File: src/pkg/gsr_pkg.sv
// Shared constants and types of the gas sensor report interface.
// Assumes a single 100 MHz clock domain.
`default_nettype none
package gsr_pkg;
  // ----------------------------------------------------------------
  // Clock and serial timing
  // ----------------------------------------------------------------
  localparam int CLK_HZ     = 100_000_000;
  localparam int BAUD       = 38400;
  localparam int BIT_CYCLES = CLK_HZ / BAUD;
  localparam logic [3:0] UART_BITS = 4'hA;  // Start, eight data, stop
  localparam logic [3:0] FRAME_LEN = 4'hB;
  // ----------------------------------------------------------------
  // Times in seconds; counted on a one-second tick
  // ----------------------------------------------------------------
  localparam int FRAME_S        = 3;
  localparam int SAMPLE_S       = 5;
  localparam int FIRST_SAMPLE_S = 1;
  localparam int DETECT_S       = 6;
  localparam int SEC_PER_DAY    = 86400;
  localparam int AUTO_FIRST_DAYS = 3;
  localparam int AUTO_PERIOD_DAYS = 30;
  localparam int AUTO_FIRST_S  = AUTO_FIRST_DAYS * SEC_PER_DAY;
  localparam int AUTO_PERIOD_S = AUTO_PERIOD_DAYS * SEC_PER_DAY;
  localparam int MAN_HOLD_S    = 10 * 60;
  localparam int MAN_LIMIT_S   = 18 * 60;
  // ----------------------------------------------------------------
  // Values and codes
  // ----------------------------------------------------------------
  localparam logic [12:0] PPM_MIN   = 13'h0190;  // 400
  localparam logic [12:0] PPM_MAX   = 13'h1388;  // 5000
  localparam logic [6:0]  TGT_ADDR  = 7'h31;
  localparam logic [7:0]  CMD_READ  = 8'h52;
  localparam logic [7:0]  CFG_BYTE  = 8'h08;
  localparam logic [7:0]  RSV_BYTE  = 8'h00;
  localparam logic [7:0]  CH_SPACE  = 8'h20;
  localparam logic [7:0]  CH_ZERO   = 8'h30;
  localparam logic [7:0]  CH_P      = 8'h70;
  localparam logic [7:0]  CH_M      = 8'h6D;
  localparam logic [7:0]  CH_CR     = 8'h0D;
  localparam logic [7:0]  CH_LF     = 8'h0A;
  localparam logic [2:0]  RES_LEN   = 3'h7;
  // ----------------------------------------------------------------
  // Types
  // ----------------------------------------------------------------
  typedef struct packed {
    logic        valid;
    logic [12:0] ppm;
  } gsr_sample_t;
  typedef enum logic [6:0] {
    I_IDLE = 7'h01, I_ADDR = 7'h02, I_ACKA = 7'h04, I_WR = 7'h08,
    I_ACKW = 7'h10, I_RD = 7'h20, I_RACK = 7'h40
  } gsr_i2c_state_t;
  typedef enum logic [2:0] {
    M_AUTO = 3'h1, M_HOLD = 3'h2, M_CAL = 3'h4
  } gsr_mode_t;
endpackage
`default_nettype wire

File: src/rtl/gsr_top.sv
// Report, two-wire target and recalibration control of the sensor.
// Assumes meas_ppm comes from logic on clk; pins are asynchronous.
// What this block does
// - Serial link 38400 baud, 8N1
// - Frame sent every 3 s, unrequested
// - Five digits, space, ppm, CR, LF
// - Two-wire target only, address 0x31
// - Address LSB: one read, zero write
// - Config byte, ppm word, four zeros
// - Sample refreshed every 5 s
// - Reported value clamped to 400..5000
// - Valid result within 6 s
// - Automatic recalibration mode after power-on
// - Auto recal at 3 days, then monthly
// - Manual recal ends within 18 min
`timescale 1ns/1ps
`default_nettype none
module gsr_top #(
  parameter int TICK_CYCLES = gsr_pkg::CLK_HZ
) (
  // Clock and reset
  input  wire logic        clk,
  input  wire logic        rst_b,
  // Measurement engine
  input  wire logic [12:0] meas_ppm,
  input  wire logic        cal_done,
  // Serial output
  output logic             txd,
  // Two-wire port
  input  wire logic        scl_i,
  input  wire logic        sda_i,
  output logic             sda_o,
  output logic             sda_oe,
  // Recalibration pins and status
  input  wire logic        auto_dim_recal,
  input  wire logic        manual_dim_recal_b,
  output logic             recal_auto_start,
  output logic             recal_man_start,
  output logic             recal_man_busy,
  output gsr_pkg::gsr_sample_t report
);
  // ----------------------------------------------------------------
  // Helpers
  // ----------------------------------------------------------------
  function automatic logic [39:0] to_ascii(input logic [12:0] v);
    logic [12:0] r;
    logic [39:0] s;
    r = v;
    s = '0;
    for (int i = 0; i < 5; i++) begin
      if (i != 0 && r == 13'h0000) begin
        s[i*8 +: 8] = gsr_pkg::CH_SPACE;
      end else begin
        s[i*8 +: 8] = gsr_pkg::CH_ZERO + 8'(r % 13'h000A);
      end
      r = r / 13'h000A;
    end
    return s;
  endfunction

  // ----------------------------------------------------------------
  // Synchronisers and one-second tick
  // ----------------------------------------------------------------
  logic [1:0] s_scl, s_sda, s_auto, s_man;
  logic       scl_d, sda_d;
  // Pins are asynchronous, two stages before use
  always_ff @(posedge clk) begin
    s_scl  <= {s_scl[0], scl_i};
    s_sda  <= {s_sda[0], sda_i};
    s_auto <= {s_auto[0], auto_dim_recal};
    s_man  <= {s_man[0], manual_dim_recal_b};
    scl_d  <= s_scl[1];
    sda_d  <= s_sda[1];
  end

  logic [26:0] tick_cnt;
  logic        tick;
  assign tick = (tick_cnt == 27'(TICK_CYCLES - 1));
  always_ff @(posedge clk) begin
    if (!rst_b || tick) begin
      tick_cnt <= '0;
    end else begin
      tick_cnt <= tick_cnt + 27'h1;
    end
  end

  // ----------------------------------------------------------------
  // Sampling
  // ----------------------------------------------------------------
  logic [2:0]  samp_cnt;
  logic [12:0] clamped;
  logic [39:0] digits;
  assign clamped = (meas_ppm < gsr_pkg::PPM_MIN) ? gsr_pkg::PPM_MIN :
                   (meas_ppm > gsr_pkg::PPM_MAX) ? gsr_pkg::PPM_MAX : meas_ppm;
  // First sample one second after reset, then every five
  always_ff @(posedge clk) begin
    if (!rst_b) begin
      samp_cnt <= 3'(gsr_pkg::SAMPLE_S - gsr_pkg::FIRST_SAMPLE_S);
      report   <= '{valid: 1'b0, ppm: gsr_pkg::PPM_MIN};
      digits   <= {5{gsr_pkg::CH_SPACE}};
    end else if (tick) begin
      if (samp_cnt == 3'(gsr_pkg::SAMPLE_S - 1)) begin
        samp_cnt <= '0;
        report   <= '{valid: 1'b1, ppm: clamped};
        digits   <= to_ascii(clamped);
      end else begin
        samp_cnt <= samp_cnt + 3'h1;
      end
    end
  end

  // ----------------------------------------------------------------
  // Serial frame transmitter
  // ----------------------------------------------------------------
  logic [1:0]  frame_cnt;
  logic        frame_go, tx_busy;
  logic [3:0]  tx_idx, tx_bit;
  logic [11:0] baud_cnt;
  logic [9:0]  tx_shift;
  logic [39:0] frame_dig;
  logic [7:0]  next_char;
  assign frame_go = tick && (frame_cnt == 2'(gsr_pkg::FRAME_S - 1));
  always_ff @(posedge clk) begin
    if (!rst_b || frame_go) begin
      frame_cnt <= '0;
    end else if (tick) begin
      frame_cnt <= frame_cnt + 2'h1;
    end
  end

  // Character at the next index, leading digit first
  always_comb begin
    case (tx_idx)
      4'h4:    next_char = gsr_pkg::CH_SPACE;
      4'h5:    next_char = gsr_pkg::CH_P;
      4'h6:    next_char = gsr_pkg::CH_P;
      4'h7:    next_char = gsr_pkg::CH_M;
      4'h8:    next_char = gsr_pkg::CH_CR;
      4'h9:    next_char = gsr_pkg::CH_LF;
      default: next_char = frame_dig[(3 - tx_idx[1:0])*8 +: 8];
    endcase
  end

  // Digits frozen at frame start so a new sample cannot tear it
  always_ff @(posedge clk) begin
    if (!rst_b) begin
      tx_busy  <= 1'b0;
      tx_idx   <= '0;
      tx_bit   <= '0;
      baud_cnt <= '0;
      tx_shift <= '1;
      frame_dig <= '0;
    end else if (frame_go && !tx_busy) begin
      tx_busy  <= 1'b1;
      tx_idx   <= '0;
      tx_bit   <= '0;
      baud_cnt <= '0;
      frame_dig <= digits;
      tx_shift <= {1'b1, digits[39:32], 1'b0};
    end else if (tx_busy) begin
      if (baud_cnt == 12'(gsr_pkg::BIT_CYCLES - 1)) begin
        baud_cnt <= '0;
        if (tx_bit == gsr_pkg::UART_BITS - 4'h1) begin
          tx_bit <= '0;
          // Index FRAME_LEN - 1 is the line feed, the last character
          if (tx_idx == gsr_pkg::FRAME_LEN - 4'h1) begin
            tx_busy <= 1'b0;
          end else begin
            tx_idx   <= tx_idx + 4'h1;
            tx_shift <= {1'b1, next_char, 1'b0};
          end
        end else begin
          tx_bit   <= tx_bit + 4'h1;
          tx_shift <= {1'b1, tx_shift[9:1]};
        end
      end else begin
        baud_cnt <= baud_cnt + 12'h1;
      end
    end
  end
  assign txd = tx_busy ? tx_shift[0] : 1'b1;

  // ----------------------------------------------------------------
  // Two-wire target
  // ----------------------------------------------------------------
  gsr_pkg::gsr_i2c_state_t ist;
  logic [3:0]  ibit;
  logic [7:0]  ishift, txb;
  logic [2:0]  ridx;
  logic        rw, nack, drv_low;
  logic [12:0] res_ppm;
  logic        scl_rise, scl_fall, i_start, i_stop;
  assign scl_rise = s_scl[1] && !scl_d;
  assign scl_fall = !s_scl[1] && scl_d;
  assign i_start  = s_scl[1] && scl_d && !s_sda[1] && sda_d;
  assign i_stop   = s_scl[1] && scl_d && s_sda[1] && !sda_d;

  // Result byte by index, ppm word high byte first
  function automatic logic [7:0] res_byte(input logic [2:0] i, input logic [12:0] p);
    case (i)
      3'h0:    return gsr_pkg::CFG_BYTE;
      3'h1:    return {3'b000, p[12:8]};
      3'h2:    return p[7:0];
      default: return gsr_pkg::RSV_BYTE;
    endcase
  endfunction
  // Next result byte as a net, so its top bit can be selected
  logic [7:0]  next_rb;
  assign next_rb = res_byte(ridx, res_ppm);

  // Open drain: only ever pulls low, never drives the clock
  always_ff @(posedge clk) begin
    if (!rst_b) begin
      ist     <= gsr_pkg::I_IDLE;
      ibit    <= '0;
      ishift  <= '0;
      txb     <= '0;
      ridx    <= '0;
      rw      <= 1'b0;
      nack    <= 1'b0;
      drv_low <= 1'b0;
      res_ppm <= gsr_pkg::PPM_MIN;
    end else if (i_start) begin
      ist     <= gsr_pkg::I_ADDR;
      ibit    <= '0;
      drv_low <= 1'b0;
    end else if (i_stop) begin
      ist     <= gsr_pkg::I_IDLE;
      drv_low <= 1'b0;
    end else if (scl_rise) begin
      if (ist == gsr_pkg::I_ADDR || ist == gsr_pkg::I_WR) begin
        ishift <= {ishift[6:0], s_sda[1]};
        ibit   <= ibit + 4'h1;
      end else if (ist == gsr_pkg::I_RD) begin
        ibit <= ibit + 4'h1;
      end else if (ist == gsr_pkg::I_RACK) begin
        nack <= s_sda[1];
      end
    end else if (scl_fall) begin
      case (ist)
        gsr_pkg::I_ADDR: if (ibit == 4'h8) begin
          if (ishift[7:1] == gsr_pkg::TGT_ADDR) begin
            ist     <= gsr_pkg::I_ACKA;
            rw      <= ishift[0];
            drv_low <= 1'b1;
          end else begin
            ist <= gsr_pkg::I_IDLE;
          end
        end
        gsr_pkg::I_ACKA, gsr_pkg::I_RACK: begin
          ibit <= '0;
          if (ist == gsr_pkg::I_ACKA && !rw) begin
            ist     <= gsr_pkg::I_WR;
            drv_low <= 1'b0;
          end else if (ist == gsr_pkg::I_RACK && nack) begin
            ist     <= gsr_pkg::I_IDLE;
            drv_low <= 1'b0;
          end else begin
            ist     <= gsr_pkg::I_RD;
            txb     <= next_rb;
            drv_low <= !next_rb[7];
            ridx    <= (ridx == gsr_pkg::RES_LEN) ? ridx : ridx + 3'h1;
          end
        end
        gsr_pkg::I_WR: if (ibit == 4'h8) begin
          ist     <= gsr_pkg::I_ACKW;
          drv_low <= 1'b1;
          if (ishift == gsr_pkg::CMD_READ) begin
            res_ppm <= report.ppm;
            ridx    <= '0;
          end
        end
        gsr_pkg::I_ACKW: begin
          ist     <= gsr_pkg::I_WR;
          ibit    <= '0;
          drv_low <= 1'b0;
        end
        gsr_pkg::I_RD: begin
          if (ibit == 4'h8) begin
            ist     <= gsr_pkg::I_RACK;
            drv_low <= 1'b0;
          end else begin
            drv_low <= !txb[3'(4'h7 - ibit)];
          end
        end
        default: drv_low <= 1'b0;
      endcase
    end
  end
  assign sda_o  = 1'b0;
  assign sda_oe = drv_low;

  // ----------------------------------------------------------------
  // Recalibration control
  // ----------------------------------------------------------------
  gsr_pkg::gsr_mode_t mode;
  logic [21:0] auto_cnt;
  logic [10:0] man_cnt;
  logic        auto_cond, man_cond;
  assign auto_cond = !s_auto[1] && s_man[1];
  assign man_cond  = s_auto[1] && !s_man[1];

  // Day counter runs from power-on in every mode
  always_ff @(posedge clk) begin
    if (!rst_b) begin
      auto_cnt         <= 22'(gsr_pkg::AUTO_FIRST_S - 1);
      recal_auto_start <= 1'b0;
    end else begin
      recal_auto_start <= 1'b0;
      if (tick) begin
        if (auto_cnt == '0) begin
          auto_cnt         <= 22'(gsr_pkg::AUTO_PERIOD_S - 1);
          recal_auto_start <= auto_cond && mode == gsr_pkg::M_AUTO;
        end else begin
          auto_cnt <= auto_cnt - 22'h1;
        end
      end
    end
  end

  // Manual hold is timed, then calibration is bounded
  always_ff @(posedge clk) begin
    if (!rst_b) begin
      mode            <= gsr_pkg::M_AUTO;
      man_cnt         <= '0;
      recal_man_start <= 1'b0;
    end else begin
      recal_man_start <= 1'b0;
      case (mode)
        gsr_pkg::M_AUTO: begin
          man_cnt <= '0;
          if (man_cond) begin
            mode <= gsr_pkg::M_HOLD;
          end
        end
        gsr_pkg::M_HOLD: begin
          if (!man_cond) begin
            mode <= gsr_pkg::M_AUTO;
          end else if (tick) begin
            if (man_cnt == 11'(gsr_pkg::MAN_HOLD_S - 1)) begin
              mode            <= gsr_pkg::M_CAL;
              man_cnt         <= '0;
              recal_man_start <= 1'b1;
            end else begin
              man_cnt <= man_cnt + 11'h1;
            end
          end
        end
        gsr_pkg::M_CAL: begin
          if (cal_done || (tick && man_cnt == 11'(gsr_pkg::MAN_LIMIT_S - 1))) begin
            mode <= gsr_pkg::M_AUTO;
          end else if (tick) begin
            man_cnt <= man_cnt + 11'h1;
          end
        end
        default: mode <= gsr_pkg::M_AUTO;
      endcase
    end
  end
  assign recal_man_busy = (mode == gsr_pkg::M_CAL);

  // ----------------------------------------------------------------
  // Assertions
  // ----------------------------------------------------------------
  property p_bit_stable;
    @(posedge clk) disable iff (!rst_b)
      (tx_busy && baud_cnt != '0) |-> $stable(txd);
  endproperty
  a_bit_stable: assert property (p_bit_stable) else $error("txd moved mid bit");

  property p_stop_high;
    @(posedge clk) disable iff (!rst_b)
      (tx_busy && tx_bit == 4'h9) |-> txd;
  endproperty
  a_stop_high: assert property (p_stop_high) else $error("stop bit low");

  property p_frame_on_tick;
    @(posedge clk) disable iff (!rst_b)
      $rose(tx_busy) |-> $past(frame_go);
  endproperty
  a_frame_on_tick: assert property (p_frame_on_tick) else $error("frame off schedule");

  property p_space_char;
    @(posedge clk) disable iff (!rst_b)
      (tx_busy && tx_idx == 4'h5 && tx_bit == '0 && baud_cnt == 12'h001)
        |-> tx_shift[8:1] == gsr_pkg::CH_SPACE;
  endproperty
  a_space_char: assert property (p_space_char) else $error("separator wrong");

  property p_target_only;
    @(posedge clk) disable iff (!rst_b)
      sda_oe |-> (ist inside {gsr_pkg::I_ACKA, gsr_pkg::I_ACKW, gsr_pkg::I_RD});
  endproperty
  a_target_only: assert property (p_target_only) else $error("sda driven idle");

  property p_addr_match;
    @(posedge clk) disable iff (!rst_b)
      ($past(ist) == gsr_pkg::I_ADDR && ist == gsr_pkg::I_ACKA)
        |-> $past(ishift[7:1]) == gsr_pkg::TGT_ADDR && rw == $past(ishift[0]);
  endproperty
  a_addr_match: assert property (p_addr_match) else $error("bad address acked");

  property p_reserved_zero;
    @(posedge clk) disable iff (!rst_b)
      (ist == gsr_pkg::I_RD && ridx > 3'h3) |-> txb == gsr_pkg::RSV_BYTE;
  endproperty
  a_reserved_zero: assert property (p_reserved_zero) else $error("reserved not zero");

  property p_span;
    @(posedge clk) disable iff (!rst_b)
      report.ppm >= gsr_pkg::PPM_MIN && report.ppm <= gsr_pkg::PPM_MAX;
  endproperty
  a_span: assert property (p_span) else $error("ppm out of span");

  property p_auto_cond;
    @(posedge clk) disable iff (!rst_b)
      recal_auto_start |-> $past(auto_cond) && $past(auto_cnt) == '0;
  endproperty
  a_auto_cond: assert property (p_auto_cond) else $error("auto recal wrongly");

  property p_reset_mode;
    @(posedge clk) !rst_b |=> mode == gsr_pkg::M_AUTO && !report.valid;
  endproperty
  a_reset_mode: assert property (p_reset_mode) else $error("reset state wrong");
endmodule
`default_nettype wire

File: config.mk
export PLATFORM = sky130hd
export DESIGN_NAME = gsr_top
export DESIGN_NICKNAME = d
export VERILOG_FILES = /design/src/pkg/gsr_pkg.sv /design/src/rtl/gsr_top.sv
export SDC_FILE = /design/constraint.sdc
export NUM_CORES = 1
export LEC_CHECK = 0
export BUFFER_PORTS_ARGS = -buffer_cell sky130_fd_sc_hd__buf_2
export CORE_UTILIZATION = 55
export DETAILED_ROUTE_END_ITERATION = 10
export PLACE_DENSITY = 0.74
export SLEW_MARGIN = 40
export SYNTH_ARGS = -nofsm -noshare
export SYNTH_HDL_FRONTEND = slang
export SYNTH_SLANG_ARGS = --single-unit
File: constraint.sdc
create_clock -name clk -period 8.6 [get_ports clk]
set_input_delay 2.58 -clock clk [delete_from_list [all_inputs] [get_ports clk]]
set_output_delay 2.58 -clock clk [all_outputs]
set_load 0.005 [all_outputs]
==> run_results.csv, run 1 <==
group,metric,value,unit
synth,synth.area.top_cells,"dfxtp_1 35%, nand2_1 6.4%, nor2_1 5.9%",
setup_path,setup.worst_path.class,"in -> reg",
power_and_ir_drop,p_total,3.009,mW
grt,track_usage,26.21,%
synth,yosys_warnings,0,
place,dp_hpwl,23080,um
floorplan,coreArea,23540,um^2
synth,synth.top_cell.area_share,35.31,%
timing,finClkSkew,0.02571,ns
clock_tree,clk_latency,0.53,ns
setup_path,end_kind,"flip-flop",
place,place_area,14340,um^2
clock_tree,clk_pin_slew,0.06,ns
final_layout,n_antenna_cell,0,
route,routedWlPerCell,15.52,um
setup_path,critPathMaxFanout,7,
timing,slew_headroom,45.10,%
power_and_ir_drop,leakage,5.735,nW
timing,timing.fmax,121.9,MHz
synth,synth_ff_type,"dfxtp_1",
route,drc_errors,0,
synth,synth_area_per_cell,7.962,um^2
place,placed_cells,2039,
final_layout,final_cells,2083,
clock_tree,cts_tree,"yes",
floorplan,rows,56,
floorplan,start_util,56.35,%
power_and_ir_drop,vdd_drop_max,0.0001533,V
synth,synth_cells,1666,
synth,synth_edf_count,0,
setup_path,crit_path_start_kind,"input port",
clock_tree,clk_path_buf_depth,3,
setup_path,slowest_delay,0.44,ns
route,vias_per_cell,5.880,
clock_tree,cts_resized,0,
setup_path,cp_top_family,"compound AO/OA/AOI/OAI gates",
setup_path,reg2reg_setup_slack,5.20,ns
grt,grt_max_degree,58,
route,drt-total-wl,32330,um
grt,grt-ovfl-total,0,
place,port_buffers,38,
timing,finalSetupViolations,0,
timing,min_period_over_period,95.40,%
setup_path,path_buf_inv,4,
final_layout,fin_util,64.70,%
final_layout,nets,1801,
route,dr.pass1.iters,5,
outcome,status,"completed",
grt,grt_pass1_vias,11360,
timing,hold_violations,0,
route,first_iter_violations,938,
job,drv_cap,0,
clock_tree,hold_buffers,0,
timing,drv_slew,0,
setup_path,crit_arrival,8.62,ns
grt,grt_first_pass_wirelength,54260,um
clock_tree,h-tree-depth,1,
setup_path,cp_slowest_cell,"or3_1",
power_and_ir_drop,pwr_density_cell,197.6,nW/um^2
floorplan,chipWidth,157.3,um
clock_tree,clock-sinks,234,
final_layout,area_growth,14.83,%
clock_tree,clockRootBuffer,"clkbuf_16",
synth,post-synth-top-area-cell,"dfxtp_1",
floorplan,ios,40,
place,gp_congestion,0.9007,
setup_path,crit_required,9.02,ns
timing,worst_pin_slew,0.8205,ns
synth,ys_seq_area_share,35.31,%
final_layout,fin_area,15230,um^2
grt,grt_antenna_before_repair,0,
final_layout,drive_above_1_share,14.46,%
clock_tree,cts-buffers-inserted,25,
clock_tree,cts_setup_buffers,0,
synth,ys_ff_latch,234,
timing,tns,0,ns
synth,yosysUniqueCellTypes,103,
synth,async_flop_share,0,%
route,antenna_left,0,
timing,finalCriticalPeriod,8.204,ns
route,vias,12250,
synth,netlist_area,13270,um^2
floorplan,dieArea,24740,um^2
hold_path,hold_path_class,"reg -> reg",
floorplan,die_height,157.3,um
worst reg2reg max path, cell delays in order (launching register included):
cell,delay [ns]
dfxtp_1,0.34
and3_1,0.19
and3_1,0.20
nand3_1,0.16
or3_1,0.48
nor3_1,0.13
nor3b_1,0.48
a21oi_1,0.29
nor2b_1,0.22
nand3_1,0.23
or3_1,0.41
a21oi_1,0.17
kinds of logic (layout without fill, tap and decap cells):
logic type,after synthesis,in the layout,synth area share [%]
adder cells (fa/ha/maj),37,37,3.433
XOR/XNOR,81,81,5.348
AO/OA/AOI/OAI,383,383,19.50
AND/OR/NAND/NOR,736,736,26.55
multiplexers,62,62,5.688
flip-flops,234,234,35.31
buffers and inverters,131,228,4.112
other,2,3,0.05661
placed cells by master (no fill, tap or decap), types with 7 or more instances in the layout:
| cell | netlist | routed |
|---|---|---|
| clkbuf_8 | 0 | 7 |
| nor2b_1 | 21 | 21 |
| dfxtp_1 | 234 | 233 |
| a211oi_1 | 21 | 21 |
| clkbuf_16 | 0 | 25 |
| o211ai_1 | 18 | 18 |
| a221oi_1 | 9 | 9 |
| inv_1 | 41 | 41 |
| mux4_2 | 10 | 10 |
| buf_4 | 7 | 98 |
| o21ai_1 | 10 | 11 |
| a22oi_1 | 8 | 7 |
| nand3b_1 | 8 | 8 |
| nand2_1 | 225 | 224 |
| o21a_1 | 7 | 7 |
| xnor2_1 | 36 | 36 |
| nor3_1 | 43 | 42 |
| nand4_1 | 18 | 18 |
| a21oi_1 | 135 | 135 |
| a31oi_1 | 10 | 9 |
| or4_1 | 7 | 7 |
| o31ai_1 | 8 | 8 |
| nor4_1 | 17 | 16 |
| o21ai_0 | 63 | 62 |
| or3_1 | 14 | 14 |
| nor2_1 | 208 | 207 |
| buf_2 | 16 | 38 |
| nor3b_1 | 10 | 8 |
| ha_1 | 34 | 34 |
| and3_1 | 26 | 25 |
| nand2b_1 | 21 | 21 |
| and2_1 | 14 | 14 |
| nand3_1 | 65 | 65 |
| xor2_1 | 45 | 45 |
| mux2i_1 | 48 | 48 |
power breakdown:
| part | switching [mW] | leakage (nW) | internal, mW | total, mW |
|---|---|---|---|---|
| registers | 0.00491 | 1.89 | 1.09 | 1.09 |
| logic | 0.454 | 3.42 | 0.367 | 0.820 |
| clock network | 0.439 | 0.423 | 0.656 | 1.10 |
| total | 0.898 | 5.73 | 2.11 | 3.01 |
routing by layer:
layer	GRT usage (%)	up-vias	wire length, um
li1	-	6096	-
met1	35.14	5855	15030
met2	45.60	255	15590
met3	2.643	43	1264
met4	5.132	0	446
met5	0	-	0
cell usage after synthesis, types with 16 or more instances:
cell type / number
dfxtp_1: 234
nand2_1: 225
nor2_1: 208
a21oi_1: 135
nand3_1: 65
o21ai_0: 63
clkbuf_1: 60
mux2i_1: 48
xor2_1: 45
nor3_1: 43
inv_1: 41
xnor2_1: 36
ha_1: 34
and3_1: 26
a211oi_1: 21
nand2b_1: 21
nor2b_1: 21
nand4_1: 18
o211ai_1: 18
nor4_1: 17
buf_2: 16
cell type report:
| class | count | area, um^2 |
|---|---|---|
| Fill cell | 2088 | 8310 |
| Clock buffer | 34 | 729.5 |
| Sequential cell | 234 | 4686 |
| Timing Repair Buffer | 141 | 1026 |
| Multi-Input combinational cell | 1302 | 8108 |
| Inverter | 43 | 162.7 |
| Tap cell | 319 | 399.1 |
| Clock inverter | 10 | 121.4 |
state kept, by name (all words and copies together) (netlist names), 11 cells and up:
name       cells
baud_cnt      12
report        14
digits        32
frame_dig     32
man_cnt       11
auto_cnt      22
res_ppm       13
tick_cnt      27
stage by stage:
step                hold WS, ns  setup WS, ns
detailed placement       0.3128       -0.1615
global placement         0.3101       0.02642
global route             0.3346     -0.006912
CTS                      0.3274        0.3667
floorplan                0.3096      0.003436
finish                   0.3261        0.3960
path summary, 6_finish.rpt:
path	to	cells after the start	startpoint
max	digits[22]	28	meas_ppm[10]
min	s_sda[1]	0	s_sda[0]
max reg2reg	man_cnt[10]	11	tick_cnt[2]
min reg2reg	s_sda[1]	0	s_sda[0]
No activity file was read; power rests on OpenSTA's default activity.
==> inputs of run 2 (changes only) <==
PLACE_DENSITY = 0.71   (was 0.74)
clock period = 8.55 ns   (was 8.6 ns; I/O delays follow)
==> run_results.csv, run 2 (same netlist as run 1, synthesis figures left out) <==
group,metric,value,unit
outcome,status,"completed",
power_and_ir_drop,pwr_density_cell,200.2,nW/um^2
power_and_ir_drop,p_seq_share,35.8,%
grt,grt_first_pass_wirelength,52870,um
final_layout,num-fill-cells,2073,
route,routedWlPerCell,15.27,um
route,drt-total-wl,31980,um
power_and_ir_drop,comb_power_share,27.8,%
final_layout,reg_top3,"digits: 32 flops, frame_dig: 32 flops, tick_cnt: 27 flops",
clock_tree,clockRootBuffer,"clkbuf_16",
final_layout,ff_latch_area,4686,um^2
grt,grt-ovfl-total,0,
timing,worst_pin_slew,0.8274,ns
timing,finalSetupViolations,0,
place,gp_congestion,0.9663,
route,vias_per_cell,5.805,
place,dp_hpwl,22820,um
clock_tree,clk_latency,0.52,ns
setup_path,crit_required,8.96,ns
floorplan,coreArea,23540,um^2
setup_path,critPathMaxFanout,6,
setup_path,slowest_delay,0.53,ns
timing,slew_headroom,44.84,%
power_and_ir_drop,clkPwrFrac,36.4,%
power_and_ir_drop,p_switching,0.9080,mW
hold_path,hold_path_class,"reg -> reg",
final_layout,fin_area,15330,um^2
grt,track_usage,25.69,%
final_layout,area_growth,15.57,%
clock_tree,clock-sinks,234,
place,place_area,14380,um^2
floorplan,die_height,157.3,um
setup_path,crit_path_start_kind,"input port",
clock_tree,h-tree-depth,1,
floorplan,rows,56,
timing,min_period_over_period,94.43,%
floorplan,dieArea,24740,um^2
power_and_ir_drop,vdd_drop_max,0.0001565,V
grt,grt_antenna_before_repair,0,
final_layout,final_common_cell,"dfxtp_1",
route,drc_errors,0,
place,port_buffers,38,
power_and_ir_drop,p_sw_share,29.58,%
job,drv_cap,0,
final_layout,drive_above_1_share,15.15,%
floorplan,ios,40,
grt,grt_max_degree,72,
timing,hold_violations,0,
setup_path,end_kind,"flip-flop",
route,first_iter_violations,1074,
final_layout,multiInputGateArea,8153,um^2
final_layout,most-common-layout-cells,"233 x dfxtp_1, 224 x nand2_1, 205 x nor2_1",
final_layout,n_antenna_cell,0,
power_and_ir_drop,p_total,3.070,mW
floorplan,chipWidth,157.3,um
timing,timing.fmax,123.9,MHz
clock_tree,cts-buffers-inserted,25,
route,dr.pass1.iters,5,
final_layout,nets,1810,
route,antenna_left,0,
clock_tree,clk_path_buf_depth,3,
grt,grt_pass1_vias,11120,
floorplan,start_util,56.35,%
setup_path,cp_slowest_cell,"or4_4",
timing,finClkSkew,0.009676,ns
route,vias,12160,
place,placed_cells,2047,
clock_tree,clk_pin_slew,0.06,ns
setup_path,crit_arrival,8.48,ns
timing,drv_slew,0,
power_and_ir_drop,p_int,2.162,mW
clock_tree,cts_tree,"yes",
timing,finalCriticalPeriod,8.073,ns
power_and_ir_drop,leakage,5.781,nW
setup_path,setup.worst_path.class,"in -> reg",
final_layout,final_cells,2094,
==> run 2: cell count changes in the layout (fill, tap and decap cells not counted), moves of 2 or more <==
cell / previous run / this run
nor2_1: 207 / 205
buf_4: 98 / 109
buf_12: 5 / 3
clkbuf_8: 7 / 5
==> run 2: power groups by stage <==
stage / registers [mW] / clock network [mW] / logic (mW)
after floorplan: 1.12 / 0 / 0.551
after global placement: 1.12 / 0 / 0.821
after detailed placement: 1.12 / 0 / 0.832
after CTS: 1.10 / 1.13 / 0.835
after global routing: 1.10 / 1.18 / 0.934
final: 1.10 / 1.12 / 0.853
==> run 2: metal layers <==
layer | track usage [%] | vias to the layer above | wire length [um]
li1 | - | 6139 | -
met5 | 0 | - | 0
met3 | 2.368 | 60 | 1289
met1 | 35.18 | 5684 | 15270
met2 | 42.94 | 273 | 14720
met4 | 7.258 | 0 | 702
==> run 2: final timing paths <==
kind                                    from    endpoint  slack, ns  cells past startpoint
worst max register to register   tick_cnt[3]  man_cnt[8]       5.15                     11
worst min register to register      s_scl[0]    s_scl[1]       0.33                      0
worst min-delay path                s_scl[0]    s_scl[1]       0.33                      0
worst max-delay path            meas_ppm[10]  digits[22]       0.48                     28
==> run 2: repair_timing <==
item	4_1_cts	5_1_grt
setup buffers	0	1
gates resized for setup	0	13
endpoints found under the setup margin	0	2
hold buffers	0	0
==> run 2: critical path: cells and delay by family <==
kind | cells | cell delay (ns)
AOI/OAI and AO/OA | 10 | 1.80
buffers and inverters | 4 | 0.56
xor gates and xnor gates | 3 | 0.54
muxes | 1 | 0.31
and+or+nand+nor | 7 | 1.95
adders and majority gates | 3 | 0.76
==> run 2: cell type report <==
cell class	instances	share of cell area, %
clock inverter	13	1.020
multi-input combinational	1302	53.18
timing repair buffer	150	6.970
tap	319	2.603
sequential	234	30.56
inverter	43	1.061
clock buffer	33	4.603
==> run 2: stage by stage <==
stage          utilization (%)  hold WS [ns]  TNS (ns)  setup slack [ns]
6_report                 65.12        0.3289         0            0.4766
5_1_grt                  65.12        0.3385  -0.05064          -0.05064
4_1_cts                  64.75        0.3293         0            0.3991
3_5_place_dp             61.09        0.3143   -0.1275           -0.1188
3_3_place_gp             61.05        0.3103         0           0.04267
2_1_floorplan                -        0.3096         0           0.02297
==> inputs of run 3 (changes only) <==
==> constraint.sdc (replaced) <==
create_clock -name clk -period 8.55 [get_ports clk]
set_input_delay 1.71 -clock clk [delete_from_list [all_inputs] [get_ports clk]]
set_output_delay 1.71 -clock clk [all_outputs]
set_load 0.005 [all_outputs]
==> run_results.csv, run 3 (same netlist as run 1, synthesis figures left out) <==
group,metric,value,unit
outcome,status,"completed",
setup_path,cp_top_family,"compound AO/OA/AOI/OAI gates",
power_and_ir_drop,p_total,2.880,mW
final_layout,most-common-layout-cells,"233 x dfxtp_1, 224 x nand2_1, 206 x nor2_1",
power_and_ir_drop,comb_power_share,24.4,%
setup_path,end_kind,"flip-flop",
final_layout,reg_top3,"digits: 32 flops, frame_dig: 32 flops, tick_cnt: 27 flops",
clock_tree,cts-buffers-inserted,25,
grt,grt-ovfl-total,0,
floorplan,chipWidth,157.3,um
timing,finClkSkew,0.02184,ns
floorplan,ios,40,
power_and_ir_drop,p_int,2.023,mW
route,first_iter_violations,823,
clock_tree,clk_latency,0.53,ns
setup_path,r2r_cells,11,
clock_tree,clock-sinks,234,
grt,grt_max_degree,56,
route,drt-total-wl,31120,um
setup_path,path_depth,27,
route,vias,11800,
clock_tree,clockRootBuffer,"clkbuf_16",
setup_path,path_buf_inv,2,
setup_path,setup.worst_path.class,"in -> reg",
floorplan,coreArea,23540,um^2
final_layout,num-fill-cells,2152,
power_and_ir_drop,clkPwrFrac,37.4,%
timing,finalCriticalPeriod,7.878,ns
setup_path,critPathMaxFanout,24,
hold_path,hold_path_class,"reg -> reg",
timing,slew_headroom,48.64,%
timing,worst_slack,0.6716,ns
power_and_ir_drop,vdd_drop_max,0.0001416,V
setup_path,slowest_delay,0.47,ns
timing,rsz0062_at_grt,"false",
route,dr.pass1.iters,7,
route,vias_per_cell,5.880,
setup_path,reg2reg_setup_slack,5.27,ns
clock_tree,cts_setup_buffers,0,
clock_tree,clk_pin_slew,0.06,ns
setup_path,crit_required,8.97,ns
route,antenna_left,0,
setup_path,r2r_end,"man_cnt[8]",
floorplan,dieArea,24740,um^2
setup_path,crit_path_start_kind,"input port",
timing,finalSetupViolations,0,
setup_path,timing.rr.start,"tick_cnt[3]",
final_layout,n_antenna_cell,0,
setup_path,cp_slowest_cell,"a41oi_1",
grt,grt_pass1_vias,10850,
final_layout,fin_util,61.73,%
route,drc_errors,0,
timing,min_period_over_period,92.14,%
floorplan,rows,56,
setup_path,crit_arrival,8.30,ns
final_layout,drive_above_1_share,10.07,%
setup_path,endpoint,"digits[22]",
timing,hold_violations,0,
place,pre_cts_slack,0.05549,ns
power_and_ir_drop,p_switching,0.8570,mW
grt,grt_antenna_before_repair,0,
grt,track_usage,25.24,%
final_layout,final_common_cell,"dfxtp_1",
clock_tree,cts_tree,"yes",
job,drv_cap,0,
clock_tree,cts_resized,0,
setup_path,startpoint,"meas_ppm[12]",
clock_tree,h-tree-depth,1,
timing,drv_slew,0,
power_and_ir_drop,p_seq_share,38.2,%
power_and_ir_drop,pwr_density_cell,198.2,nW/um^2
clock_tree,hold_buffers,0,
timing,worst_pin_slew,0.7652,ns
clock_tree,clk_path_buf_depth,3,
floorplan,die_height,157.3,um
route,routedWlPerCell,15.51,um
place,gp_congestion,0.9393,
grt,grt_first_pass_wirelength,52290,um
timing,timing.fmax,126.9,MHz
power_and_ir_drop,leakage,5.327,nW
place,port_buffers,38,
power_and_ir_drop,p_sw_share,29.76,%
place,dp_hpwl,21790,um
timing,tns,0,ns
floorplan,start_util,56.35,%
final_layout,area_growth,9.555,%
final_layout,nets,1724,
run 3: cell count changes in the layout (fill, tap and decap cells not counted), moves of 2 or more:
cell,before,now
buf_4,109,26
clkinv_2,7,3
buf_12,3,0
clkbuf_8,5,9
clkbuf_1,3,6
a31oi_4,2,0
bufinv_16,3,1
run 3: worst min-delay path by stage:
stage | from | end | cells after the start
after detailed placement | s_auto[0] | s_auto[1] | 0
after global routing | s_auto[0] | s_auto[1] | 0
after global placement | s_auto[0] | s_auto[1] | 0
final | s_auto[0] | s_auto[1] | 0
after CTS | s_sda[0] | s_sda[1] | 0
after floorplan | s_auto[0] | s_auto[1] | 0
run 3: area by class of cell:
type | count | area (um^2) | area share [%]
inverter | 43 | 162.7 | 1.119
tap | 319 | 399.1 | 2.746
clock buffer | 40 | 772.0 | 5.312
multi-input combinational | 1302 | 8060 | 55.46
timing repair buffer | 64 | 385.4 | 2.652
sequential | 234 | 4686 | 32.24
clock inverter | 5 | 67.56 | 0.4649
run 3: metrics by stage:
stage / hold slack (ns) / instance area [um^2] / cells
6_report: 0.3260 / 14530 / 2007
5_1_grt: 0.3371 / 14530 / 2007
4_1_cts: 0.3280 / 14520 / 2007
3_5_place_dp: 0.3154 / 13680 / 1962
3_3_place_gp: 0.3102 / 13680 / 1962
2_1_floorplan: 0.3096 / 13270 / 1667
run 3: metal layers:
metal	global-route usage (%)	share of wire, %
met3	2.726	4.1
met4	6.056	1.5
met5	0	0
met2	41.70	47
met1	35.13	48
run 3: power by group through the flow:
stage	logic (mW)	clock network, mW	registers (mW)
floorplan	0.546	0	1.12
global placement	0.686	0	1.12
detailed placement	0.689	0	1.12
CTS	0.693	1.10	1.10
global route	0.781	1.14	1.10
finish	0.702	1.08	1.10
run 3: worst reg2reg max path, delay by kind of cell, from the launching register on:
family | cells | cell delay, ns
AOI/OAI and AO/OA | 2 | 0.42
DFF | 1 | 0.33
and+or+nand+nor | 9 | 2.45
